File: src/design/pms_map.svh
`ifndef PMS_MAP_SVH
`define PMS_MAP_SVH

// Register bus geometry
`define PMS_AW 4
`define PMS_DW 16

// Register offsets
`define PMS_REG_CTRL     4'h0
`define PMS_REG_STATUS   4'h1
`define PMS_REG_IRQ_STAT 4'h2
`define PMS_REG_IRQ_MASK 4'h3
`define PMS_REG_WAKE_EN  4'h4
`define PMS_REG_TMR_CMP  4'h5
`define PMS_REG_TMR_CNT  4'h6
`define PMS_REG_IO_EN    4'h7

// Control register fields
`define PMS_CTRL_MODE_LSB 0
`define PMS_CTRL_MODE_MSB 2
`define PMS_CTRL_LF_RC    3
`define PMS_CTRL_XTAL     4
`define PMS_CTRL_SLEEP    7

// Mode codes, lightest to deepest
`define PMS_MODE_ACTIVE  3'h0
`define PMS_MODE_IDLE    3'h1
`define PMS_MODE_LIGHT   3'h2
`define PMS_MODE_MIDDLE  3'h3
`define PMS_MODE_DEEPEST 3'h4
`define PMS_MODE_TRANS   3'h7

// Wake source bits: {timer, comparator, io pin, cpu interrupt}
`define PMS_WAKE_CPU 0
`define PMS_WAKE_IO  1
`define PMS_WAKE_CMP 2
`define PMS_WAKE_TMR 3
`define PMS_ALLOW_LIGHT   4'hF
`define PMS_ALLOW_MIDDLE  4'hE
`define PMS_ALLOW_DEEPEST 4'h6

// Interrupt status bits
`define PMS_EV_WAKE  0
`define PMS_EV_TMR   1
`define PMS_EV_IO    2
`define PMS_EV_RESET 3

// Reset values
`define PMS_CTRL_RST    16'h0000
`define PMS_MASK_RST    4'h0
`define PMS_WAKE_EN_RST 4'h7
`define PMS_CMP_RST     16'hFFFF
`define PMS_IO_EN_RST   9'h000

// Timing
`define PMS_CLK_NS         50
`define PMS_WAKE_LIGHT_NS  4000
`define PMS_WAKE_DEEP_NS   100000
`define PMS_WAKE_LIGHT_CYC ((`PMS_WAKE_LIGHT_NS + `PMS_CLK_NS - 1) / `PMS_CLK_NS)
`define PMS_WAKE_DEEP_CYC  ((`PMS_WAKE_DEEP_NS + `PMS_CLK_NS - 1) / `PMS_CLK_NS)
`define PMS_PD_STEP_CYC    4

`endif

File: src/design/pms_pkg.sv
package pms_pkg;

	// Sequencer states
	typedef enum logic [3:0] {
		ST_ACTIVE,
		ST_IDLE,
		ST_PD_CLK,
		ST_PD_RET,
		ST_LIGHT,
		ST_MIDDLE,
		ST_DEEPEST,
		ST_PU_REG,
		ST_PU_OSC,
		ST_RESET
	} state_t;

	// Power and clock controls driven to the analog domain
	typedef struct packed {
		logic regulator_on;
		logic rc_oscillator_en;
		logic crystal_oscillator_en;
		logic lf_crystal_en;
		logic lf_rc_en;
		logic cpu_halt;
		logic io_retain;
		logic reg_retain_full;
		logic periph_off;
	} pwr_ctrl_t;

	// Register bus request
	typedef struct packed {
		logic        wr;
		logic        rd;
		logic [3:0]  addr;
		logic [15:0] wdata;
	} bus_req_t;

endpackage : pms_pkg

File: src/design/pin_sync.sv
`timescale 1ns/1ns
`default_nettype none

// Three-stage pin synchroniser; the output moves once stages two and three agree
module pin_sync #(
	parameter int W = 1
) (
	input  wire logic         clk_sys,
	input  wire logic         rst,
	input  wire logic [W-1:0] pin,
	output logic      [W-1:0] clean
);
	logic [W-1:0] s1_ff;
	logic [W-1:0] s2_ff;
	logic [W-1:0] s3_ff;

	// Per-bit agreement filter
	genvar i;
	generate
		for (i = 0; i < W; i++)
		begin : g_bit
			always_ff @(posedge clk_sys or posedge rst)
			begin
				if (rst)
					clean[i] <= 1'b0;
				else if (s2_ff[i] == s3_ff[i])
					clean[i] <= s3_ff[i];
			end
		end
	endgenerate

	// Shift chain
	always_ff @(posedge clk_sys or posedge rst)
	begin
		if (rst)
		begin
			s1_ff <= '0;
			s2_ff <= '0;
			s3_ff <= '0;
		end
		else
		begin
			s1_ff <= pin;
			s2_ff <= s1_ff;
			s3_ff <= s2_ff;
		end
	end
endmodule : pin_sync

`default_nettype wire

File: src/design/sleep_timer.sv
`timescale 1ns/1ns
`default_nettype none

// Free-running counter of low-frequency periods with a compare match pulse
module sleep_timer (
	input  wire logic        clk_sys,
	input  wire logic        rst,
	input  wire logic        tick,
	input  wire logic        run,
	input  wire logic [15:0] cmp,
	output logic      [15:0] count,
	output logic             match
);
	logic [15:0] nxt_count;

	assign nxt_count = count + 16'h0001;

	// Count only while the low-frequency oscillator runs
	always_ff @(posedge clk_sys or posedge rst)
	begin
		if (rst)
		begin
			count <= 16'h0000;
			match <= 1'b0;
		end
		else
		begin
			match <= 1'b0;
			if (tick && run)
			begin
				count <= nxt_count;
				match <= (nxt_count == cmp);
			end
		end
	end
endmodule : sleep_timer

`default_nettype wire

File: src/design/power_mode_sequencer.sv
// Design decisions made here: strobed register access and the placing of the registers.
`timescale 1ns/1ns
`default_nettype none
`include "pms_map.svh"

module power_mode_sequencer (
	input  wire logic               clk_sys,
	input  wire logic               rst,
	input  wire logic [3:0]         reg_addr,
	input  wire logic [15:0]        reg_wdata,
	input  wire logic               reg_wr,
	input  wire logic               reg_rd,
	output logic      [15:0]        reg_rdata,
	input  wire logic               cpu_irq_pend,
	input  wire logic [7:0]         io_pin,
	input  wire logic               comp_out,
	input  wire logic               lf_clk,
	input  wire logic               ext_rst_n,
	output pms_pkg::pwr_ctrl_t      pwr,
	output logic      [2:0]         cur_mode,
	output logic                    cpu_restart,
	output logic                    irq
);
	// Whole module state
	typedef struct packed {
		pms_pkg::state_t    st;
		logic [11:0]        cnt;
		logic [2:0]         target;
		logic [15:0]        ctrl;
		logic [3:0]         wake_en;
		logic [8:0]         io_en;
		logic [15:0]        cmp;
		logic [3:0]         irq_stat;
		logic [3:0]         irq_mask;
		logic [8:0]         pin_prev;
		logic               lf_prev;
		logic               by_reset;
		pms_pkg::pwr_ctrl_t pwr;
		logic [2:0]         mode;
		logic               restart;
		logic               irq;
		logic [15:0]        rdata;
	} seq_state_t;

	seq_state_t          q;
	seq_state_t          nxt_q;
	pms_pkg::bus_req_t   bus;
	logic [10:0]         pins_clean;
	logic [15:0]         tmr_count;
	logic                tmr_match;
	logic                lf_tick;
	logic                io_evt;
	logic [3:0]          evts;
	logic                ext_rst_act;

	assign bus.wr    = reg_wr;
	assign bus.rd    = reg_rd;
	assign bus.addr  = reg_addr;
	assign bus.wdata = reg_wdata;

	// External pins cross into the system clock; reset pin enters inverted so a cleared chain idles
	pin_sync #(
		.W (11)
	) u_sync (
		.clk_sys (clk_sys),
		.rst     (rst),
		.pin     ({~ext_rst_n, lf_clk, comp_out, io_pin}),
		.clean   (pins_clean)
	);

	// Low-frequency period edges and pin interrupt events
	assign lf_tick     = pins_clean[9] & ~q.lf_prev;
	assign io_evt      = |(pins_clean[8:0] & ~q.pin_prev & q.io_en);
	assign ext_rst_act = pins_clean[10];
	assign evts        = {tmr_match, io_evt & pins_clean[8], io_evt, cpu_irq_pend};

	// Sleep timer stops with the oscillator in deepest sleep
	sleep_timer u_tmr (
		.clk_sys (clk_sys),
		.rst     (rst),
		.tick    (lf_tick),
		.run     (q.pwr.lf_crystal_en | q.pwr.lf_rc_en),
		.cmp     (q.cmp),
		.count   (tmr_count),
		.match   (tmr_match)
	);

	// Mode reported for a state
	function automatic logic [2:0] mode_of(input pms_pkg::state_t s);
		case (s)
			pms_pkg::ST_ACTIVE:  mode_of = `PMS_MODE_ACTIVE;
			pms_pkg::ST_IDLE:    mode_of = `PMS_MODE_IDLE;
			pms_pkg::ST_LIGHT:   mode_of = `PMS_MODE_LIGHT;
			pms_pkg::ST_MIDDLE:  mode_of = `PMS_MODE_MIDDLE;
			pms_pkg::ST_DEEPEST: mode_of = `PMS_MODE_DEEPEST;
			default:             mode_of = `PMS_MODE_TRANS;
		endcase
	endfunction : mode_of

	// Wake decision: event, software enable and what the mode keeps alive
	function automatic logic wake_hit(
		input logic [3:0] ev,
		input logic [3:0] en,
		input logic [3:0] allow
	);
		wake_hit = |(ev & en & allow);
	endfunction : wake_hit

	// Next-state logic
	always_comb
	begin
		nxt_q          = q;
		nxt_q.restart  = 1'b0;
		nxt_q.rdata    = 16'h0000;
		nxt_q.lf_prev  = pins_clean[9];
		nxt_q.pin_prev = pins_clean[8:0];
		if (q.cnt != 12'h000)
			nxt_q.cnt = q.cnt - 12'h001;

		// Low-frequency source follows the control bit when awake
		if (!q.pwr.periph_off)
		begin
			nxt_q.pwr.lf_rc_en     = q.ctrl[`PMS_CTRL_LF_RC];
			nxt_q.pwr.lf_crystal_en = ~q.ctrl[`PMS_CTRL_LF_RC];
		end

		case (q.st)
			pms_pkg::ST_ACTIVE:
			begin
				nxt_q.pwr.crystal_oscillator_en = q.ctrl[`PMS_CTRL_XTAL];
				if (bus.wr && bus.addr == `PMS_REG_CTRL && bus.wdata[`PMS_CTRL_SLEEP])
				begin
					nxt_q.target = bus.wdata[`PMS_CTRL_MODE_MSB:`PMS_CTRL_MODE_LSB];
					case (bus.wdata[`PMS_CTRL_MODE_MSB:`PMS_CTRL_MODE_LSB])
						`PMS_MODE_IDLE:
						begin
							nxt_q.st           = pms_pkg::ST_IDLE;
							nxt_q.pwr.cpu_halt = 1'b1;
						end
						`PMS_MODE_LIGHT, `PMS_MODE_MIDDLE, `PMS_MODE_DEEPEST:
						begin
							nxt_q.st           = pms_pkg::ST_PD_CLK;
							nxt_q.pwr.cpu_halt = 1'b1;
							nxt_q.cnt          = 12'(`PMS_PD_STEP_CYC);
						end
						default:
							nxt_q.st = pms_pkg::ST_ACTIVE;
					endcase
				end
			end

			// Core halted, peripherals keep running
			pms_pkg::ST_IDLE:
			begin
				if (cpu_irq_pend)
				begin
					nxt_q.st           = pms_pkg::ST_ACTIVE;
					nxt_q.pwr.cpu_halt = 1'b0;
				end
			end

			// Power-down, first step: stop high-frequency clocks
			pms_pkg::ST_PD_CLK:
			begin
				if (q.cnt == 12'h000)
				begin
					nxt_q.pwr.rc_oscillator_en      = 1'b0;
					nxt_q.pwr.crystal_oscillator_en = 1'b0;
					if (q.target == `PMS_MODE_LIGHT)
						nxt_q.st = pms_pkg::ST_LIGHT;
					else
					begin
						nxt_q.st            = pms_pkg::ST_PD_RET;
						nxt_q.cnt           = 12'(`PMS_PD_STEP_CYC);
						nxt_q.pwr.io_retain = 1'b1;
					end
				end
			end

			// Power-down, second step: pins held, regulator and core domain off
			pms_pkg::ST_PD_RET:
			begin
				if (q.cnt == 12'h000)
				begin
					nxt_q.pwr.regulator_on = 1'b0;
					nxt_q.pwr.periph_off   = 1'b1;
					if (q.target == `PMS_MODE_DEEPEST)
					begin
						nxt_q.st                  = pms_pkg::ST_DEEPEST;
						nxt_q.pwr.lf_crystal_en   = 1'b0;
						nxt_q.pwr.lf_rc_en        = 1'b0;
						nxt_q.pwr.reg_retain_full = 1'b0;
					end
					else
						nxt_q.st = pms_pkg::ST_MIDDLE;
				end
			end

			// Light sleep: any enabled source, regulator still up
			pms_pkg::ST_LIGHT:
			begin
				if (wake_hit(evts, q.wake_en, `PMS_ALLOW_LIGHT))
				begin
					nxt_q.st                   = pms_pkg::ST_PU_OSC;
					nxt_q.pwr.rc_oscillator_en = 1'b1;
					nxt_q.cnt                  = 12'(`PMS_WAKE_LIGHT_CYC);
				end
			end

			// Middle sleep: pins, comparator and sleep timer wake
			pms_pkg::ST_MIDDLE:
			begin
				if (wake_hit(evts, q.wake_en, `PMS_ALLOW_MIDDLE))
				begin
					nxt_q.st               = pms_pkg::ST_PU_REG;
					nxt_q.pwr.regulator_on = 1'b1;
					nxt_q.cnt = 12'(`PMS_WAKE_DEEP_CYC - `PMS_WAKE_LIGHT_CYC);
				end
			end

			// Deepest sleep: only pin and comparator detection remain
			pms_pkg::ST_DEEPEST:
			begin
				if (wake_hit(evts, q.wake_en, `PMS_ALLOW_DEEPEST))
				begin
					nxt_q.st               = pms_pkg::ST_PU_REG;
					nxt_q.pwr.regulator_on = 1'b1;
					nxt_q.cnt = 12'(`PMS_WAKE_DEEP_CYC - `PMS_WAKE_LIGHT_CYC);
				end
			end

			// Regulator settles before the RC oscillator starts
			pms_pkg::ST_PU_REG:
			begin
				if (q.cnt == 12'h000)
				begin
					nxt_q.st                   = pms_pkg::ST_PU_OSC;
					nxt_q.pwr.rc_oscillator_en = 1'b1;
					nxt_q.pwr.periph_off       = 1'b0;
					nxt_q.cnt                  = 12'(`PMS_WAKE_LIGHT_CYC);
				end
			end

			// RC oscillator start-up, then the core clock is released
			pms_pkg::ST_PU_OSC:
			begin
				if (q.cnt == 12'h000)
				begin
					nxt_q.st                  = pms_pkg::ST_ACTIVE;
					nxt_q.pwr.cpu_halt        = 1'b0;
					nxt_q.pwr.io_retain       = 1'b0;
					nxt_q.pwr.reg_retain_full = 1'b1;
					nxt_q.restart             = q.by_reset;
					nxt_q.by_reset            = 1'b0;
				end
			end

			// Held by the reset pin; powers up fully on release
			pms_pkg::ST_RESET:
			begin
				if (!ext_rst_act)
				begin
					nxt_q.st  = pms_pkg::ST_PU_REG;
					nxt_q.cnt = 12'(`PMS_WAKE_DEEP_CYC - `PMS_WAKE_LIGHT_CYC);
				end
			end

			default:
				nxt_q.st = pms_pkg::ST_RESET;
		endcase

		// Reset pin overrides every mode
		if (ext_rst_act)
		begin
			nxt_q.st                   = pms_pkg::ST_RESET;
			nxt_q.by_reset             = 1'b1;
			nxt_q.pwr.regulator_on     = 1'b1;
			nxt_q.pwr.rc_oscillator_en = 1'b0;
			nxt_q.pwr.cpu_halt         = 1'b1;
		end

		// Register writes; the sleep bit is a strobe and is not stored
		if (bus.wr)
		begin
			case (bus.addr)
				`PMS_REG_CTRL:     nxt_q.ctrl     = bus.wdata & 16'h001F;
				`PMS_REG_IRQ_MASK: nxt_q.irq_mask = bus.wdata[3:0];
				`PMS_REG_WAKE_EN:  nxt_q.wake_en  = bus.wdata[3:0];
				`PMS_REG_TMR_CMP:  nxt_q.cmp      = bus.wdata;
				`PMS_REG_IO_EN:    nxt_q.io_en    = bus.wdata[8:0];
				`PMS_REG_IRQ_STAT: nxt_q.irq_stat = q.irq_stat & ~bus.wdata[3:0];
				default:           nxt_q.irq_stat = nxt_q.irq_stat;
			endcase
		end

		// Event capture wins over a clear in the same cycle
		if (q.st == pms_pkg::ST_PU_OSC && nxt_q.st == pms_pkg::ST_ACTIVE)
			nxt_q.irq_stat[`PMS_EV_WAKE] = 1'b1;
		if (tmr_match)
			nxt_q.irq_stat[`PMS_EV_TMR] = 1'b1;
		if (io_evt)
			nxt_q.irq_stat[`PMS_EV_IO] = 1'b1;
		if (ext_rst_act && q.st != pms_pkg::ST_RESET)
			nxt_q.irq_stat[`PMS_EV_RESET] = 1'b1;

		nxt_q.irq  = |(nxt_q.irq_stat & nxt_q.irq_mask);
		nxt_q.mode = mode_of(nxt_q.st);

		// Read data appear the cycle after the strobe only
		if (bus.rd)
		begin
			case (bus.addr)
				`PMS_REG_CTRL:     nxt_q.rdata = q.ctrl;
				`PMS_REG_STATUS:   nxt_q.rdata = {4'h0, q.pwr, mode_of(q.st)};
				`PMS_REG_IRQ_STAT: nxt_q.rdata = {12'h000, q.irq_stat};
				`PMS_REG_IRQ_MASK: nxt_q.rdata = {12'h000, q.irq_mask};
				`PMS_REG_WAKE_EN:  nxt_q.rdata = {12'h000, q.wake_en};
				`PMS_REG_TMR_CMP:  nxt_q.rdata = q.cmp;
				`PMS_REG_TMR_CNT:  nxt_q.rdata = tmr_count;
				`PMS_REG_IO_EN:    nxt_q.rdata = {7'h00, q.io_en};
				default:           nxt_q.rdata = 16'h0000;
			endcase
		end
	end

	// State register; reset lands in active with regulator and RC running
	always_ff @(posedge clk_sys or posedge rst)
	begin
		if (rst)
		begin
			q                           <= '0;
			q.st                        <= pms_pkg::ST_ACTIVE;
			q.ctrl                      <= `PMS_CTRL_RST;
			q.wake_en                   <= `PMS_WAKE_EN_RST;
			q.irq_mask                  <= `PMS_MASK_RST;
			q.io_en                     <= `PMS_IO_EN_RST;
			q.cmp                       <= `PMS_CMP_RST;
			q.pwr.regulator_on          <= 1'b1;
			q.pwr.rc_oscillator_en      <= 1'b1;
			q.pwr.lf_crystal_en         <= 1'b1;
			q.pwr.reg_retain_full       <= 1'b1;
			q.mode                      <= `PMS_MODE_ACTIVE;
		end
		else
			q <= nxt_q;
	end

	// Outputs straight from the state register
	assign pwr         = q.pwr;
	assign cur_mode    = q.mode;
	assign cpu_restart = q.restart;
	assign irq         = q.irq;
	assign reg_rdata   = q.rdata;
endmodule : power_mode_sequencer

`default_nettype wire

File: config.mk
export PLATFORM = sky130hd
export DESIGN_NAME = power_mode_sequencer
export DESIGN_NICKNAME = d
export VERILOG_FILES = /design/src/design/pms_pkg.sv /design/src/design/pin_sync.sv /design/src/design/sleep_timer.sv /design/src/design/power_mode_sequencer.sv
export VERILOG_INCLUDE_DIRS = /design/src /design/src/design
export SDC_FILE = /design/constraint.sdc
export NUM_CORES = 1
export LEC_CHECK = 0
export BUFFER_PORTS_ARGS = -buffer_cell sky130_fd_sc_hd__buf_2
export CAP_MARGIN = 20
export CORE_ASPECT_RATIO = 0.9
export CORE_UTILIZATION = 55
export CTS_CLUSTER_SIZE = 28
export DETAILED_ROUTE_END_ITERATION = 8
export PLACE_DENSITY = 0.74
export RECOVER_POWER = 100
export REMOVE_ABC_BUFFERS = 1
export SYNTH_ARGS = -nofsm -noshare
export SYNTH_HDL_FRONTEND = slang
export SYNTH_SLANG_ARGS = --single-unit
File: constraint.sdc
create_clock -name clk_sys -period 9.8 [get_ports clk_sys]
set_input_delay 0.49 -clock clk_sys [delete_from_list [all_inputs] [get_ports clk_sys]]
set_output_delay 0.49 -clock clk_sys [all_outputs]
set_load 0.01 [all_outputs]
==> impl_results.md <==
- Outcome: finished, violations left
- Die Footprint: 14500 um^2
- Slowest-stage cell, CP: nor4_1
- Drt pass-1 iters: 5
- Clock Root Buffer: clkbuf_16
- ANT cells: 0
- Post-layout net count: 784
- Synth Flop Type: dfrtp_1
- Met2 usage: 41.7%
- Final slew viol count: 108
- FMAX: 195 MHz
- Worst path top cell family by delay: simple AND/OR/NAND/NOR gates
- Unrepaired setup endpoints after global routing: false
- GRT Resource Usage Total: 28.4%
- WL final: 19.1 mm
- Critical Path RT: 10.11 ns
- Cts hold-fix bufs: 0
- Comb power frac: 24.9%
- Htree depth: 4
- Hold Fails Final Rpt: 0
- Clock Latency Late Sink: 0.44 ns
- Clock skew: 0.0146 ns
- Initial Util: 57.2%
- FF+latch count, synth: 163
- CP cell instances: or4_1, nor4_1, inv_1, nor4_1, nor4_1, nand4_4, mux2_1
- Period utilization: 52.4%
- Largest net degree at the start of global routing: 85
- Clk sinks: 163
- Fraction of registers with async set/reset: 100%
- Die H: 114 um
- Buffers on Ports: 65
- Buf+Inv Stages, Crit Path: 1
- Vias per inst: 6.09
- CTS tree: built
- Vias in the first global route: 5537
- Met3 Track Usage GR: 6.26%
- Num CTS Buffers: 17
- Setup repair bufs after CTS: 0
- Synthesized instance count: 720
- Number of synthesized flops with an enable pin: 0
- Crit end category: register
- Wirelength per Cell: 20.6 um
- Final GP Congestion: 0.923
- Rel. slew slack: -141%
- CP Class: reg2reg
- Max FO, Critical Path: 18
- NetSw: 779 uW
- Min-Delay Path Class: in2reg
- Most used cell, CP: nor4_1
- Busiest grt layer: met2
- TNS Setup: 0 ns
- Resized cells post-CTS: 0
- P_int: 1390 uW
- Initial antenna violation count: 0
- Std cell rows: 40
- Clk pwr share: 31.3%
- Cell variety after synth: 67
- DRC: 0
- Routed Antenna Nets: 0
- Congestion Overflow GR: 0
- Post-synthesis sequential area ratio: 53.1%
- Global-route wire length before repair: 30.7 mm
- PwrDens: 256 nW/um^2
- Fraction of layout instances using a drive strength above 1: 17.0%
- Layout area overhead: 9.45%
- Synth Warn #: 0
- Global-route track usage on met1: 41.5%
- Fin crit period: 5.14 ns
- LEAKAGE: 0.00361 uW
- Max clock buf depth: 2
- Hold_ws: 0.155 ns
- Via count: 5634
- Maximum vdd ir drop: 153 uV
- CP startpoint kind: register
- Sequential share of power: 43.8%
- Ports: 66
- Setup Viol. Count Final: 0
- Violated checks: max-capacitance violations, max-slew violations
- 1st-iter DRT viols: 659
- Dpl hpwl: 13.5 mm
- Switching Share: 36.0%
- Crit path DAT: 5.44 ns
- Largest stage delay, worst path: 1.64 ns
- Core area: 13500 um^2
- Die width: 127 um
- Syn Std Cell Area: 7730 um^2
- Max_cap viols: 3
- Worst-path clk slew: 0.07 ns
- Synth Area per Inst: 10.7 um^2
- Least-Margin Pin Slew: 3.59 ns
==> flip-flops by register name, indices dropped and copies added (netlist names) <==
name and flops:
u_sync.s2_ff 11, q 72, irq 1, pwr 9, reg_rdata 16, u_sync.s3_ff 11
u_sync.s1_ff 11, cpu_restart 1, u_tmr.count 16, cur_mode 3, u_tmr.match 1, u_sync.clean 11
==> metrics by stage <==
stage	cell area [um^2]	cells	util (%)	power, uW	worst slack (ns)
after global placement	7950	893	58.8	1500	6.85
after CTS	8570	925	63.4	2190	6.63
final	8460	925	62.6	2170	4.66
after global routing	8460	925	62.6	2280	4.31
after detailed placement	7950	893	58.8	1510	6.65
after floorplan	7390	659	-	1310	4.94
==> Yosys cell counts (9+ instances only) <==
cell type	count	area, um^2
dfrtp_1	140	3500
nand2_1	56	210
o21ai_0	49	245
nor2_1	46	173
mux2_2	33	372
a21oi_1	31	155
buf_4	28	210
clkbuf_1	27	101
inv_1	26	97.6
nand3_1	26	130
xnor2_1	26	228
dfstp_2	23	604
nor3_1	20	100
xor2_1	18	158
a22oi_1	11	82.6
maj3_1	11	110
mux2i_1	11	110
nor2b_1	9	56.3
==> metal layers <==
layer	vias up	wire [um]	part of all wire, %
met2	242	8510	45
met4	0	421	2.2
met3	28	1440	7.6
li1	2571	-	-
met1	2793	8710	46
met5	-	0	0
==> worst paths after layout <==
| kind | cells after the start | from | slack (ns) | end |
|---|---|---|---|---|
| worst max-delay path | 7 | q[101] | 4.66 | cur_mode[1] |
| worst min-delay path | 1 | io_pin[0] | 0.16 | u_sync.s1_ff[0] |
| worst max register to register | 7 | q[101] | 4.66 | cur_mode[1] |
| worst min register to register | 0 | u_sync.s1_ff[5] | 0.35 | u_sync.s2_ff[5] |
| max in group asynchronous | 3 | rst | 6.57 | q[82] |
| min in group asynchronous | 2 | rst | 1.09 | u_sync.s1_ff[9] |
==> cells by family (layout without fill, tap and decap cells) <==
logic type | after synthesis | in the layout | share of synthesized area [%]
AO/OA/AOI/OAI | 139 | 139 | 11.2
adder cells (fa/ha/maj) | 15 | 15 | 2.07
buffers and inverters | 88 | 125 | 5.68
AND/OR/NAND/NOR | 222 | 222 | 15.3
multiplexers | 49 | 49 | 7.59
flip-flops | 163 | 163 | 53.1
XOR/XNOR | 44 | 44 | 4.98
==> cell type report <==
class	instances	area [um^2]
fill	1116	5050
sequential	163	4110
multi-input combinational	469	3130
clock buffer	17	425
timing repair buffer	66	297
tap	168	210
clock inverter	15	194
inverter	27	103
==> cells in the final DEF, fill, tap and decap left out, types with 11 or more instances in the layout <==
| cell | netlist | final |
|---|---|---|
| dfrtp_1 | 140 | 140 |
| nand2_1 | 56 | 56 |
| o21ai_0 | 49 | 50 |
| nor2_1 | 46 | 46 |
| buf_2 | 2 | 36 |
| mux2_2 | 33 | 32 |
| a21oi_1 | 31 | 31 |
| clkbuf_1 | 27 | 29 |
| inv_1 | 26 | 26 |
| nand3_1 | 26 | 26 |
| xnor2_1 | 26 | 26 |
| nor3_1 | 20 | 20 |
| dfstp_2 | 23 | 19 |
| xor2_1 | 18 | 18 |
| clkbuf_16 | 0 | 17 |
| maj3_1 | 11 | 11 |
| a22oi_1 | 11 | 11 |
| mux2i_1 | 11 | 11 |
==> power groups by stage <==
stage | clock network, uW | registers [uW] | logic, uW
after global routing | 716 | 965 | 595
after global placement | 0 | 955 | 545
after detailed placement | 0 | 958 | 553
after floorplan | 0 | 905 | 405
after CTS | 689 | 946 | 555
final | 678 | 948 | 539
No activity file was read; power rests on OpenSTA's default activity.
